`src/usb_irq_defs.vh`:
```
// register offsets, bit positions, reset values and timing for the usb interrupt and error logic
`ifndef USB_IRQ_DEFS_VH
`define USB_IRQ_DEFS_VH
`define OFS_IRQ_FLAGS 8'h00
`define OFS_IRQ_ENABLE 8'h04
`define OFS_ERR_STATUS 8'h08
`define OFS_ERR_ENABLE 8'h0C
`define OFS_MODE_CTRL 8'h10
`define OFS_STAT_FIFO 8'h14
`define BIT_RESET_DETACH 0
`define BIT_ERROR 1
`define BIT_TOKEN 3
`define BIT_ATTACH 6
`define BIT_HOST_EN 0
`define BIT_SUSPEND 1
`define RST_BYTE 8'h00
`define RESP_OKAY 2'b00
`define RESP_SLVERR 2'b10
`define IDLE_ATTACH_NS 2500
`define CLK_PERIOD_NS 20
`define IDLE_ATTACH_CYC ((`IDLE_ATTACH_NS + `CLK_PERIOD_NS - 1) / `CLK_PERIOD_NS)
`endif
```
`src/usb_irq_core.v`:
```
// usb interrupt flags, enables and error flags behind an axi4-lite slave
// Summary of operation
// - device mode: flag bit 0 set on valid bus reset from host
// - host mode: flag bit 0 set on peripheral detach
// - attach flag valid only with host enabled, 2.5 us idle, no se0
// - clearing token-complete flag advances the transfer status fifo
// - summary error flag set only by enabled error conditions
// - enable register: eight r/w enables, reset zero
// - errors reach combined request only when irq enable bit 1 set
// - enable bit 0 gates bus-reset in device, detach in host mode
// - error flags hardware set, reset zero, cleared by writing one
// - error bit 7: bit stuffing violation
// - error bit 6: invalid descriptor or buffer address
// - error bit 5: memory access late or packet truncated
// - error bit 4: bus turnaround time-out
// - error bit 3: data field not whole bytes
// - error bit 2: data crc16 failure
// - device mode error bit 1: token crc5 failure
// - host mode error bit 1: end-of-frame error
// - error bit 0: packet identifier check failure
// - bits 31..8 of enable and error registers read zero
// - token-complete flag set when token processing finishes
`include "usb_irq_defs.vh"
module usb_irq_core #(
  parameter FIFO_DEPTH = 4,
  parameter FIFO_AW = 2
) (
  input wire clk_sys,
  input wire srst,
  input wire [3:0] s_axi_awaddr_lo,
  input wire [7:0] s_axi_awaddr,
  input wire s_axi_awvalid,
  output reg s_axi_awready,
  input wire [31:0] s_axi_wdata,
  input wire [3:0] s_axi_wstrb,
  input wire s_axi_wvalid,
  output reg s_axi_wready,
  output reg [1:0] s_axi_bresp,
  output reg s_axi_bvalid,
  input wire s_axi_bready,
  input wire [7:0] s_axi_araddr,
  input wire s_axi_arvalid,
  output reg s_axi_arready,
  output reg [31:0] s_axi_rdata,
  output reg [1:0] s_axi_rresp,
  output reg s_axi_rvalid,
  input wire s_axi_rready,
  input wire bus_reset_evt,
  input wire detach_evt,
  input wire attach_evt,
  input wire bus_idle,
  input wire line_se0,
  input wire stall_evt,
  input wire resume_evt,
  input wire idle_evt,
  input wire frame_start_evt,
  input wire token_done_evt,
  input wire [5:0] token_status,
  input wire [7:0] error_evt,
  output reg combined_usb_irq,
  output reg host_operation_enable
);
  reg [7:0] usb_irq_flags_r;
  reg [7:0] usb_irq_enable_r;
  reg [7:0] usb_error_status_r;
  reg [7:0] usb_error_enable_r;
  reg suspend_r;
  reg [5:0] fifo_mem [0:FIFO_DEPTH-1];
  reg [FIFO_AW-1:0] wr_ptr_r;
  reg [FIFO_AW-1:0] rd_ptr_r;
  reg [FIFO_AW:0] count_r;
  reg [11:0] idle_cnt_r;
  reg [1:0] idle_s_r;
  reg [1:0] se0_s_r;
  reg [7:0] aw_addr_r;
  reg aw_have_r;
  reg [31:0] w_data_r;
  reg [3:0] w_strb_r;
  reg w_have_r;
  wire do_write;
  wire [7:0] wmask;
  wire [7:0] err_set;
  wire [7:0] flag_set;
  wire [7:0] flag_clr;
  wire attach_ok;
  wire fifo_pop;
  wire fifo_push;
  wire wr_hit_flags;
  reg [31:0] rd_mux;
  reg rd_ok;
  reg [7:0] irq_enable_nxt;

  assign do_write = aw_have_r && w_have_r && !s_axi_bvalid;
  assign wmask = w_strb_r[0] ? w_data_r[7:0] : 8'h00;
  assign wr_hit_flags = do_write && (aw_addr_r == `OFS_IRQ_FLAGS);

  // bus line levels cross from the transceiver domain
  always @(posedge clk_sys) begin
    if (srst) begin
      idle_s_r <= 2'h0;
      se0_s_r <= 2'h0;
    end else begin
      idle_s_r <= {idle_s_r[0], bus_idle};
      se0_s_r <= {se0_s_r[0], line_se0};
    end
  end

  // idle time counter for attach qualification
  always @(posedge clk_sys) begin
    if (srst || !idle_s_r[1]) begin
      idle_cnt_r <= 12'h000;
    end else if (idle_cnt_r < `IDLE_ATTACH_CYC) begin
      idle_cnt_r <= idle_cnt_r + 12'h001;
    end
  end
  assign attach_ok = attach_evt && host_operation_enable &&
                     (idle_cnt_r >= `IDLE_ATTACH_CYC) && !se0_s_r[1];

  // error status register
  assign err_set = error_evt;
  always @(posedge clk_sys) begin
    if (srst) begin
      usb_error_status_r <= `RST_BYTE;
    end else begin
      usb_error_status_r <= err_set |
        (usb_error_status_r & ~((do_write && aw_addr_r == `OFS_ERR_STATUS) ? wmask : 8'h00));
    end
  end

  // flag register set terms
  assign flag_set = {stall_evt, attach_ok, resume_evt, idle_evt, token_done_evt,
                     frame_start_evt,
                     |(usb_error_status_r & usb_error_enable_r),
                     host_operation_enable ? detach_evt : bus_reset_evt};
  assign flag_clr = wr_hit_flags ? (wmask & 8'hFD) : 8'h00;

  always @(posedge clk_sys) begin
    if (srst) begin
      usb_irq_flags_r <= `RST_BYTE;
    end else begin
      usb_irq_flags_r <= flag_set | (usb_irq_flags_r & ~flag_clr);
      usb_irq_flags_r[`BIT_ERROR] <= flag_set[`BIT_ERROR];
    end
  end

  // token status fifo
  assign fifo_push = token_done_evt && (count_r != FIFO_DEPTH);
  assign fifo_pop = flag_clr[`BIT_TOKEN] && usb_irq_flags_r[`BIT_TOKEN] &&
                    (count_r != 0);
  always @(posedge clk_sys) begin
    if (srst) begin
      wr_ptr_r <= {FIFO_AW{1'b0}};
      rd_ptr_r <= {FIFO_AW{1'b0}};
      count_r <= {(FIFO_AW+1){1'b0}};
    end else begin
      if (fifo_push) begin
        wr_ptr_r <= wr_ptr_r + 1'b1;
      end
      if (fifo_pop) begin
        rd_ptr_r <= rd_ptr_r + 1'b1;
      end
      if (fifo_push && !fifo_pop) begin
        count_r <= count_r + 1'b1;
      end else if (fifo_pop && !fifo_push) begin
        count_r <= count_r - 1'b1;
      end
    end
  end
  always @(posedge clk_sys) begin
    if (fifo_push) begin
      fifo_mem[wr_ptr_r] <= token_status;
    end
  end

  // control registers
  always @* begin
    irq_enable_nxt = usb_irq_enable_r;
    if (do_write && aw_addr_r == `OFS_IRQ_ENABLE && w_strb_r[0]) begin
      irq_enable_nxt = w_data_r[7:0];
    end
  end
  always @(posedge clk_sys) begin
    if (srst) begin
      usb_irq_enable_r <= `RST_BYTE;
      usb_error_enable_r <= `RST_BYTE;
      host_operation_enable <= 1'b0;
      suspend_r <= 1'b0;
    end else begin
      usb_irq_enable_r <= irq_enable_nxt;
      if (do_write && aw_addr_r == `OFS_ERR_ENABLE && w_strb_r[0]) begin
        usb_error_enable_r <= w_data_r[7:0];
      end
      if (do_write && aw_addr_r == `OFS_MODE_CTRL && w_strb_r[0]) begin
        host_operation_enable <= w_data_r[`BIT_HOST_EN];
        suspend_r <= w_data_r[`BIT_SUSPEND];
      end
    end
  end

  // combined request; bit 0 enable covers reset or detach by mode, bit 1 covers errors
  always @(posedge clk_sys) begin
    if (srst) begin
      combined_usb_irq <= 1'b0;
    end else begin
      combined_usb_irq <= |(usb_irq_flags_r & usb_irq_enable_r);
    end
  end

  // axi write channel
  always @(posedge clk_sys) begin
    if (srst) begin
      aw_have_r <= 1'b0;
      w_have_r <= 1'b0;
      aw_addr_r <= 8'h00;
      w_data_r <= 32'h00000000;
      w_strb_r <= 4'h0;
      s_axi_awready <= 1'b0;
      s_axi_wready <= 1'b0;
      s_axi_bvalid <= 1'b0;
      s_axi_bresp <= `RESP_OKAY;
    end else begin
      s_axi_awready <= !aw_have_r && !s_axi_awready && !s_axi_bvalid;
      s_axi_wready <= !w_have_r && !s_axi_wready && !s_axi_bvalid;
      if (s_axi_awvalid && s_axi_awready) begin
        aw_have_r <= 1'b1;
        aw_addr_r <= {s_axi_awaddr[7:2], 2'b00};
        s_axi_awready <= 1'b0;
      end
      if (s_axi_wvalid && s_axi_wready) begin
        w_have_r <= 1'b1;
        w_data_r <= s_axi_wdata;
        w_strb_r <= s_axi_wstrb;
        s_axi_wready <= 1'b0;
      end
      if (do_write) begin
        aw_have_r <= 1'b0;
        w_have_r <= 1'b0;
        s_axi_bvalid <= 1'b1;
        s_axi_bresp <= (aw_addr_r <= `OFS_MODE_CTRL) ? `RESP_OKAY : `RESP_SLVERR;
      end else if (s_axi_bvalid && s_axi_bready) begin
        s_axi_bvalid <= 1'b0;
      end
    end
  end

  // read decode; upper bits read zero
  always @* begin
    rd_ok = 1'b1;
    rd_mux = 32'h00000000;
    case ({s_axi_araddr[7:2], 2'b00})
      `OFS_IRQ_FLAGS: rd_mux[7:0] = usb_irq_flags_r;
      `OFS_IRQ_ENABLE: rd_mux[7:0] = usb_irq_enable_r;
      `OFS_ERR_STATUS: rd_mux[7:0] = usb_error_status_r;
      `OFS_ERR_ENABLE: rd_mux[7:0] = usb_error_enable_r;
      `OFS_MODE_CTRL: rd_mux[1:0] = {suspend_r, host_operation_enable};
      `OFS_STAT_FIFO: rd_mux[7:2] = (count_r != 0) ? fifo_mem[rd_ptr_r] : 6'h00;
      default: rd_ok = 1'b0;
    endcase
  end

  always @(posedge clk_sys) begin
    if (srst) begin
      s_axi_arready <= 1'b0;
      s_axi_rvalid <= 1'b0;
      s_axi_rdata <= 32'h00000000;
      s_axi_rresp <= `RESP_OKAY;
    end else begin
      s_axi_arready <= !s_axi_arready && !s_axi_rvalid;
      if (s_axi_arvalid && s_axi_arready) begin
        s_axi_arready <= 1'b0;
        s_axi_rvalid <= 1'b1;
        s_axi_rdata <= rd_mux;
        s_axi_rresp <= rd_ok ? `RESP_OKAY : `RESP_SLVERR;
      end else if (s_axi_rvalid && s_axi_rready) begin
        s_axi_rvalid <= 1'b0;
      end
    end
  end
endmodule

```
`config.mk`:
```
export PLATFORM = sky130hd
export DESIGN_NAME = usb_irq_core
export DESIGN_NICKNAME = d
export VERILOG_FILES = /design/src/usb_irq_core.v
export VERILOG_INCLUDE_DIRS = /design/src
export SDC_FILE = /design/constraint.sdc
export NUM_CORES = 1
export LEC_CHECK = 0
export BUFFER_PORTS_ARGS = -buffer_cell sky130_fd_sc_hd__buf_2
export CAP_MARGIN = 40
export CORE_ASPECT_RATIO = 1.4
export CORE_MARGIN = 2
export CORE_UTILIZATION = 57
export DETAILED_ROUTE_END_ITERATION = 8
export PLACE_DENSITY_LB_ADDON = 0.3
export SLEW_MARGIN = 15
export SYNTH_ARGS = -nofsm -noshare
export SYNTH_HDL_FRONTEND = slang
export SYNTH_SLANG_ARGS = --single-unit
```
`constraint.sdc`:
```
create_clock -name clk_sys -period 3.5 [get_ports clk_sys]
set_input_delay 0.7 -clock clk_sys [delete_from_list [all_inputs] [get_ports clk_sys]]
set_output_delay 0.7 -clock clk_sys [all_outputs]
set_load 0.03 [all_outputs]
```
Word level (Yosys, flattened, before mapping):

Memories as Yosys holds them, arrays and structs flattened. A register that Yosys moved wholly into a read port is not among the register bits.
Index checks and enable logic that the tools add are counted.

* register bits: 92
* memory bits (writable): 24
* bits of input ports: 87
* output and inout port bits: 43
* logic and storage cells: 126
* memories kept: 1

Memories
* fifo_mem: words 4, bits a word 6, read ports 1, clocked after memory_dff 1, wr ports 1, line usb_irq_core.v:68 `reg [5:0] fifo_mem [0:FIFO_DEPTH-1];`

* add/subtract/negate cells: 5
* magnitude comparators: 3
* eq/ne operators: 10
* multiplexer cells: 20
* bitwise operators: 8
* reductions and logical operators: 53

Operator list (number)
* AND 8 bit: 4
* case mux 6 bit (5 select lines): 1
* logical AND 1 bit: 28
* equality test 6 x 2 -> 1 bit, second input constant: 4
* two-way mux 8 bit: 3
* equality test 6 x 3 -> 1 bit, second input constant: 3
* inverter 8 bit: 2
* OR 8 bit: 2
* OR reduction 8 bit: 2
* adder 12 x 1 -> 12 bit, second input constant: 1
* equality test 6 x 1 -> 1 bit, second input constant: 2
* >= comparator 12 x 7 -> 1 bit, second input constant: 1
* less-than comparator 12 x 7 -> 1 bit, second input constant: 1
* logical NOT 1 bit: 11
* case mux 2 bit (5 select lines): 1
* <= comparator 8 x 5 -> 1 bit, second input constant: 1
* logical NOT 8 bit: 1
* two-way mux 1 bit: 8
* two-way mux 2 bit: 4
* OR reduction 2 bit: 4
* logical NOT 6 bit: 1
* two-way mux 3 bit: 2
* two-way mux 6 bit: 1
* nonzero test 2 bit: 3
* 7 further kinds: 8

Longest topological paths before layout:

Gate-level depths: netlist (run 1).

* word-level depth: 9
* depth in mapped cells: 9
* depth with buffers taken out: 9

Worst setup path before layout (run 1):

No wires, ideal clock.

* kind: input to register
* start: input port token_done_evt
* end: register count_r[2]
* library setup time: 0.070 ns
* arrival: 2.312 ns
* required time: 3.430 ns
* path slack: 1.118 ns
* stages on the path: 8
* buffers on the path: 0
* cells stage by stage: inv_1 a21oi_1 ha_1 inv_1 fa_1 xor2_1 or3_1 a21oi_1

* longest elaborated chain between the ends: 4
* elaborated cells on any way between the ends: 6
* classes of those cells: 1 x mux; 5 x reduce/logical

Ends and longest elaborated chain
* start: declaration: line usb_irq_core.v:57 `input wire token_done_evt,`
* logical AND 1 bit (*): line usb_irq_core.v:147 `assign fifo_push = token_done_evt && (count_r != FIFO_DEPTH);`
* named net fifo_push: line usb_irq_core.v:87 `wire fifo_push;`
* logical NOT 1 bit: line usb_irq_core.v:164 `end else if (fifo_pop && !fifo_push) begin`
* logical AND 1 bit: line usb_irq_core.v:164
* nonzero test 2 bit (no line)
* end signal: assignment: line usb_irq_core.v:154 `count_r <= {(FIFO_AW+1){1'b0}};`
* end signal: assignment: line usb_irq_core.v:163 `count_r <= count_r + 1'b1;`
* end signal: assignment: line usb_irq_core.v:165 `count_r <= count_r - 1'b1;`
* end: declaration: line usb_irq_core.v:71 `reg [FIFO_AW:0] count_r;`

Mark *: on every way through the listed nets, which the timed path passes. The rest lies on a longest branch.
A chain may end at the register's enable or synchronous reset.

Worst setup path after layout (run 1):

* start: register w_strb_r[0]
* end: register count_r[2]

* longest elaborated chain between the ends: 7
* elaborated cells on any way between the ends: 9
* classes of those cells: 3 x mux; 6 x reduce/logical

Ends and longest elaborated chain
* start: declaration: line usb_irq_core.v:78 `reg [3:0] w_strb_r;`
* start signal: assignment: line usb_irq_core.v:232 `w_strb_r <= s_axi_wstrb;`
* two-way mux 8 bit (*): line usb_irq_core.v:94 `assign wmask = w_strb_r[0] ? w_data_r[7:0] : 8'h00;`
* two-way mux 8 bit (*): line usb_irq_core.v:135 `assign flag_clr = wr_hit_flags ? (wmask & 8'hFD) : 8'h00;`
* logical AND 1 bit (*) (2 in a row): line usb_irq_core.v:148 `` assign fifo_pop = flag_clr[`BIT_TOKEN] && usb_irq_flags_r[`BIT_TOKEN] && ``
* logical NOT 1 bit: line usb_irq_core.v:162 `if (fifo_push && !fifo_pop) begin`
* logical AND 1 bit: line usb_irq_core.v:162
* two-way mux 3 bit / nonzero test 2 bit (equally long branches)

Mark *: on every way between the ends. The rest lies on a longest branch, timed or not.

==> results of run 1 <==
[how the worst max path moves through the flow]
stage	endpoint	slack (ps)	cells past startpoint
4_1_cts	count_r[1]	870	9
6_report	count_r[2]	840	10
5_1_grt	count_r[2]	580	10
3_5_place_dp	count_r[2]	810	9
2_1_floorplan	count_r[2]	1120	8
3_3_place_gp	count_r[2]	880	9
[cell families (layout without fill, tap and decap cells)]
group                      after synthesis  in the layout  synth area share [%]
AOI/OAI and AO/OA                       99             99                  12.7
xor gates and xnor gates                 3              3                 0.508
adders and majority gates                9              9                  2.32
buffers and inverters                   75            127                  7.78
DFF                                    116            116                  49.5
muxes                                   46             46                  10.4
other                                    1             26                0.0724
and+or+nand+nor                        157            157                  16.7
[registers in the layout, indices dropped and copies added (netlist names), 2 cells and up, named ones only]
name / count
fifo_mem: 24
idle_cnt_r: 12
s_axi_rdata: 8
usb_error_enable_r: 8
usb_error_status_r: 8
usb_irq_enable_r: 8
usb_irq_flags_r: 8
w_data_r: 8
aw_addr_r: 6
count_r: 3
idle_s_r: 2
rd_ptr_r: 2
se0_s_r: 2
wr_ptr_r: 2
[per-layer routing]
metal  vias up  share of wire [%]
met5         -                  0
met4         0                2.9
met3        28                4.4
met2       105                 52
met1      1903                 40
li1       1914                  -
[report_power, final]
part	switching (mW)	total [mW]	leakage, nW	internal (mW)
logic	0.195	0.306	1.23	0.112
registers	0.0602	1.50	0.971	1.44
clock network	0.641	1.69	0.275	1.05
total	0.896	3.49	2.48	2.60
[worst reg2reg max path: stages (launching register included)]
cell,delay (ps)
dfxtp_1,560
nor3b_1,360
nor4b_4,250
buf_4,210
nand4_1,170
ha_1,280
inv_1,70
fa_1,180
xor2_1,80
or3_1,300
a21oi_1,140
[cell type report]
cell class                 count  share of cell area, %
timing repair buffer          72                   6.13
tap                          107                   2.21
inverter                      23                   1.43
clock buffer                  17                   7.04
sequential                   116                   42.4
multi-input combinational    340                   38.1
clock inverter                15                   2.67
[stage by stage]
stage | total power, mW | instances | hold WS (ps) | instance area (um^2)
global route | 3.60 | 690 | 457 | 6040
global placement | 1.81 | 658 | 410 | 5460
finish | 3.49 | 690 | 434 | 6040
floorplan | 1.75 | 531 | 396 | 5270
detailed placement | 1.83 | 658 | 427 | 5460
CTS | 3.51 | 690 | 436 | 6040
[placed cells by master (no fill, tap or decap), drive strengths merged, types with 2 or more instances in the layout]
cell / count
dfxtp: 92
buf: 72
nor2: 41
a21oi: 41
mux2i: 36
nand2: 35
conb: 26
edfxtp: 24
inv: 23
clkbuf: 17
nand3: 12
and2: 11
o41ai: 11
a22oi: 10
a211oi: 9
nand4b: 9
clkinv: 9
ha: 8
nor2b: 7
o21ai: 7
a311oi: 6
o22a: 6
mux4: 6
nand4: 5
nor3: 5
nor4: 5
nand2b: 5
or3: 5
or4: 5
nand3b: 4
mux2: 4
clkinvlp: 4
nor4b: 3
a41oi: 2
xor2: 2
o31ai: 2
bufinv: 2
==> flow_summary.yaml, run 1 <==
global_routing:
  grt-busiest-layer: "met2"
  gr-total-overflow: 0
  use_met1_pct: 27.4
  antenna_found_initial: 0
  grt_pass1_vias: 3888
  gr-usage-met2_pct: 42.0
  use_met3_pct: 6.08
  grt_pass1_wl_mm: 18.4
  grt_max_degree: 46
  grt_usage_pct: 24.0
route:
  drt_first_pass_iters: 5
  routedWlPerCell_um: 16.4
  wirelength_mm: 11.3
  vias: 3950
  drc: 0
  drt_iter0_markers: 265
  final_antenna_net_count: 0
  vias_per_cell: 5.72
critical_path:
  crit_type: "reg2reg"
  slowest_stage: "dfxtp_1"
  cp-startpoint: "w_strb_r[0]"
  critical_path.top_delay_family: "simple AND/OR/NAND/NOR gates"
  cp_data_required_time_ps: 3850
  crit_arrival_ps: 3010
  worstPathMaxFanout: 12
  r2r_slack_ps: 840
  reg2reg_to: "count_r[2]"
  critical_path.max_stage_delay_ps: 560
  critPathCaptureType: "register"
  path_cells: "nor3b_1 > nor4b_4 > buf_4 > nand4_1 > ha_1 > inv_1 > fa_1 > xor2_1 > or3_1 > a21oi_1"
  start_kind: "register"
  r2r-start: "w_strb_r[0]"
  critPathBufInv: 2
  r2r_cells: 10
synthesis:
  ys_top_cells_by_area: "dfxtp_1 (36%), edfxtp_1 (14%), mux2i_1 (7.0%)"
  synth-async-reset-ratio_pct: 0
  synth.distinct_cells: 52
  ys.warnings.count: 0
  synthTopCellsByCount: "dfxtp_1 (92), a21oi_1 (41), nor2_1 (41), mux2i_1 (36), nand2_1 (35)"
  yosys.area.top_type: "dfxtp_1"
  netlist_instances: 506
  ys_seq_area_share_pct: 49.5
  synthesis.area_um2: 5180
  netlist.area_leader.share_pct: 35.6
  synth_most_common_cell: "dfxtp_1"
  synth_ff_type: "dfxtp_1"
  synth_seq_cells: 116
  synth-edff-count: 24
  post_synth.cell_area_avg_um2: 10.2
finish:
  multi_input_comb_area_um2: 2300
  n_antenna_cell: 0
  regArea_um2: 2560
  syn_to_final_growth_pct: 16.8
  fill_cells: 693
  fin_util_pct: 67.7
  finalNetCount: 666
  drive_gt1_share_pct: 20.8
floorplan:
  fp.dieArea_um2: 9870
  start_util_pct: 58.0
  core-area_um2: 8930
  std_cell_rows: 41
  dieWidth_um: 84.5
  io_pins: 130
  die_height_um: 117
worst_hold_path:
  hold_path.class: "reg2reg"
  hold_start: "se0_s_r[1]"
  holdPathStages: 1
  worstHoldEndpoint: "usb_irq_flags_r[6]"
cts:
  cts_buffer_depth: 2
  cts_setup_buffers: 0
  ctsHoldBuffers: 0
  cts_tree: "built"
  cts_sinks: 116
  numCtsBuffers: 17
  clk_latency_ps: 420
  cts_resized: 0
  cts_root_buf: "clkbuf_16"
  clk_transition_reported_paths_ps: 60
  htree_levels: 4
pwr:
  leakage_nw: 2.48
  p_per_area_nw_per_um2: 578
  vdd.ir_drop.worst_uv: 551
sta:
  rsz0062_at_grt: "false"
  slew_headroom_pct: 46.2
  min_period_over_period_pct: 76.0
  hold_viol_final: 0
  fin_setup_tns_ps: 0
  worst_slew_pin_slew_ps: 805
  maxSlewViolCount: 0
  fin_ws_ps: 841
  max_freq_ghz: 0.376
  finalCriticalPeriod_ps: 2660
  setup_viol: 0
  skew_ps: 6.41
job:
  drv_cap: 0
placement:
  portBuffers: 68
  gp_congestion: 0.907
  pre_cts_ws_ps: 807
  dp_hpwl_mm: 7.92
status:
  status: "completed"
Note: power is estimated with default switching activity, not from simulation.
==> run 2: changes to the inputs <==
Settings changed: CORE_UTILIZATION 57 to 53.
Clock period 3.5 ns to 2.56 ns, I/O delays scaled along.
==> flow_summary.yaml, run 2 (synthesis results as in run 1) <==
status:
  status: "completed"
cts:
  clk_latency_ps: 410
  cts_sinks: 116
  htree_levels: 4
  cts_setup_buffers: 0
  cts_tree: "built"
  numCtsBuffers: 17
  cts_resized: 0
  cts_root_buf: "clkbuf_16"
  cts_buffer_depth: 2
  clk_transition_reported_paths_ps: 50
  ctsHoldBuffers: 0
sta:
  fin_setup_tns_ps: 0
  maxSlewViolCount: 0
  slew_headroom_pct: 46.4
  rsz0062_at_grt: "false"
  skew_ps: 8.29
  setup_viol: 0
  min_period_over_period_pct: 93.5
  hold_viol_final: 0
  max_freq_ghz: 0.418
  worst_slew_pin_slew_ps: 802
  finalCriticalPeriod_ps: 2390
global_routing:
  grt_max_degree: 35
  grt_pass1_wl_mm: 18.1
  gr-total-overflow: 0
  grt_pass1_vias: 3801
  antenna_found_initial: 0
  grt_usage_pct: 22.4
floorplan:
  die_height_um: 121
  io_pins: 130
  std_cell_rows: 42
  fp.dieArea_um2: 10600
  start_util_pct: 54.7
  dieWidth_um: 87.5
  core-area_um2: 9460
placement:
  gp_congestion: 0.881
  portBuffers: 68
  dp_hpwl_mm: 7.96
job:
  drv_cap: 0
pwr:
  leakage_nw: 2.47
  p_per_area_nw_per_um2: 734
  vdd.ir_drop.worst_uv: 525
worst_hold_path:
  hold_path.class: "in2reg"
finish:
  syn_to_final_growth_pct: 15.9
  layout_common_cells: "dfxtp_1 (92), buf_2 (68), nor2_1 (41), a21oi_1 (41), mux2i_1 (36)"
  finalNetCount: 673
  drive_gt1_share_pct: 19.5
  n_antenna_cell: 0
  largest_reg_flops: 24
  reg.largest.list: "fifo_mem: 24 flops, idle_cnt_r: 12 flops"
  regMostFlops: "fifo_mem"
  multi_input_comb_area_um2: 2300
  fill_cells: 816
  fin_util_pct: 63.4
  regArea_um2: 2560
  layout_commonest_cell: "dfxtp_1"
critical_path:
  start_kind: "register"
  worstPathMaxFanout: 11
  cp_data_required_time_ps: 2890
  crit_arrival_ps: 2720
  crit_type: "reg2reg"
  critPathCaptureType: "register"
route:
  vias: 3951
  final_antenna_net_count: 0
  drt_iter0_markers: 225
  routedWlPerCell_um: 15.8
  drt_first_pass_iters: 7
  vias_per_cell: 5.64
  drc: 0
  wirelength_mm: 11.1
==> run 2: cell types whose count changed in the layout (fill, tap and decap cells not counted) <==
| cell | before | now |
|---|---|---|
| clkinvlp_4 | 4 | 0 |
| bufinv_16 | 2 | 0 |
| clkinv_4 | 7 | 0 |
| clkinv_1 | 0 | 9 |
| clkbuf_1 | 0 | 4 |
| buf_4 | 4 | 11 |
==> run 2: worst paths after layout <==
kind           startpoint                 end  slack, ps  cells past startpoint
max          aw_addr_r[7]          count_r[2]        170                      9
min              line_se0          se0_s_r[0]        330                      2
max reg2reg  aw_addr_r[7]          count_r[2]        170                      9
min reg2reg    se0_s_r[1]  usb_irq_flags_r[6]        430                      1
==> run 2: report_power, final <==
group	switching, mW	total, mW	internal (mW)
sequential	0.0681	2.04	1.97
combinational	0.274	0.432	0.158
clock	0.740	1.93	1.19
==> run 2: routing by layer <==
| layer | GRT usage, % | routed length (um) |
|---|---|---|
| met5 | 0 | 0 |
| met4 | 7.50 | 168 |
| met3 | 6.05 | 555 |
| met2 | 39.4 | 5930 |
| met1 | 25.8 | 4420 |
==> run 2: area by class of cell <==
cell class                      instances  share of cell area [%]
Sequential cell                       116                    42.7
Inverter                               23                    1.44
Clock buffer                           21                    7.34
Multi-Input combinational cell        340                    38.4
Clock inverter                         11                   0.730
Tap cell                              110                    2.29
Timing Repair Buffer                   79                    7.05
==> run 2: per-stage QoR <==
stage / setup slack [ps] / total power, mW / hold slack (ps) / std cells / area [um^2]
2_1_floorplan: 193 / 2.40 / 396 / 531 / 5270
3_3_place_gp: 258 / 2.48 / 410 / 668 / 5510
3_5_place_dp: 171 / 2.50 / 411 / 668 / 5510
4_1_cts: 157 / 4.43 / 310 / 700 / 6000
5_1_grt: 36.9 / 4.57 / 314 / 700 / 6000
6_report: 166 / 4.40 / 327 / 700 / 6000
==> run 2: critical path, stage by stage (launching register included) <==
cell and delay, ps:
dfxtp_1 310, or3_4 470, nor4b_4 250, nand4_1 210, ha_1 290, inv_1 80
fa_1 180, xor2_1 70, or3_1 310, a21oi_1 140
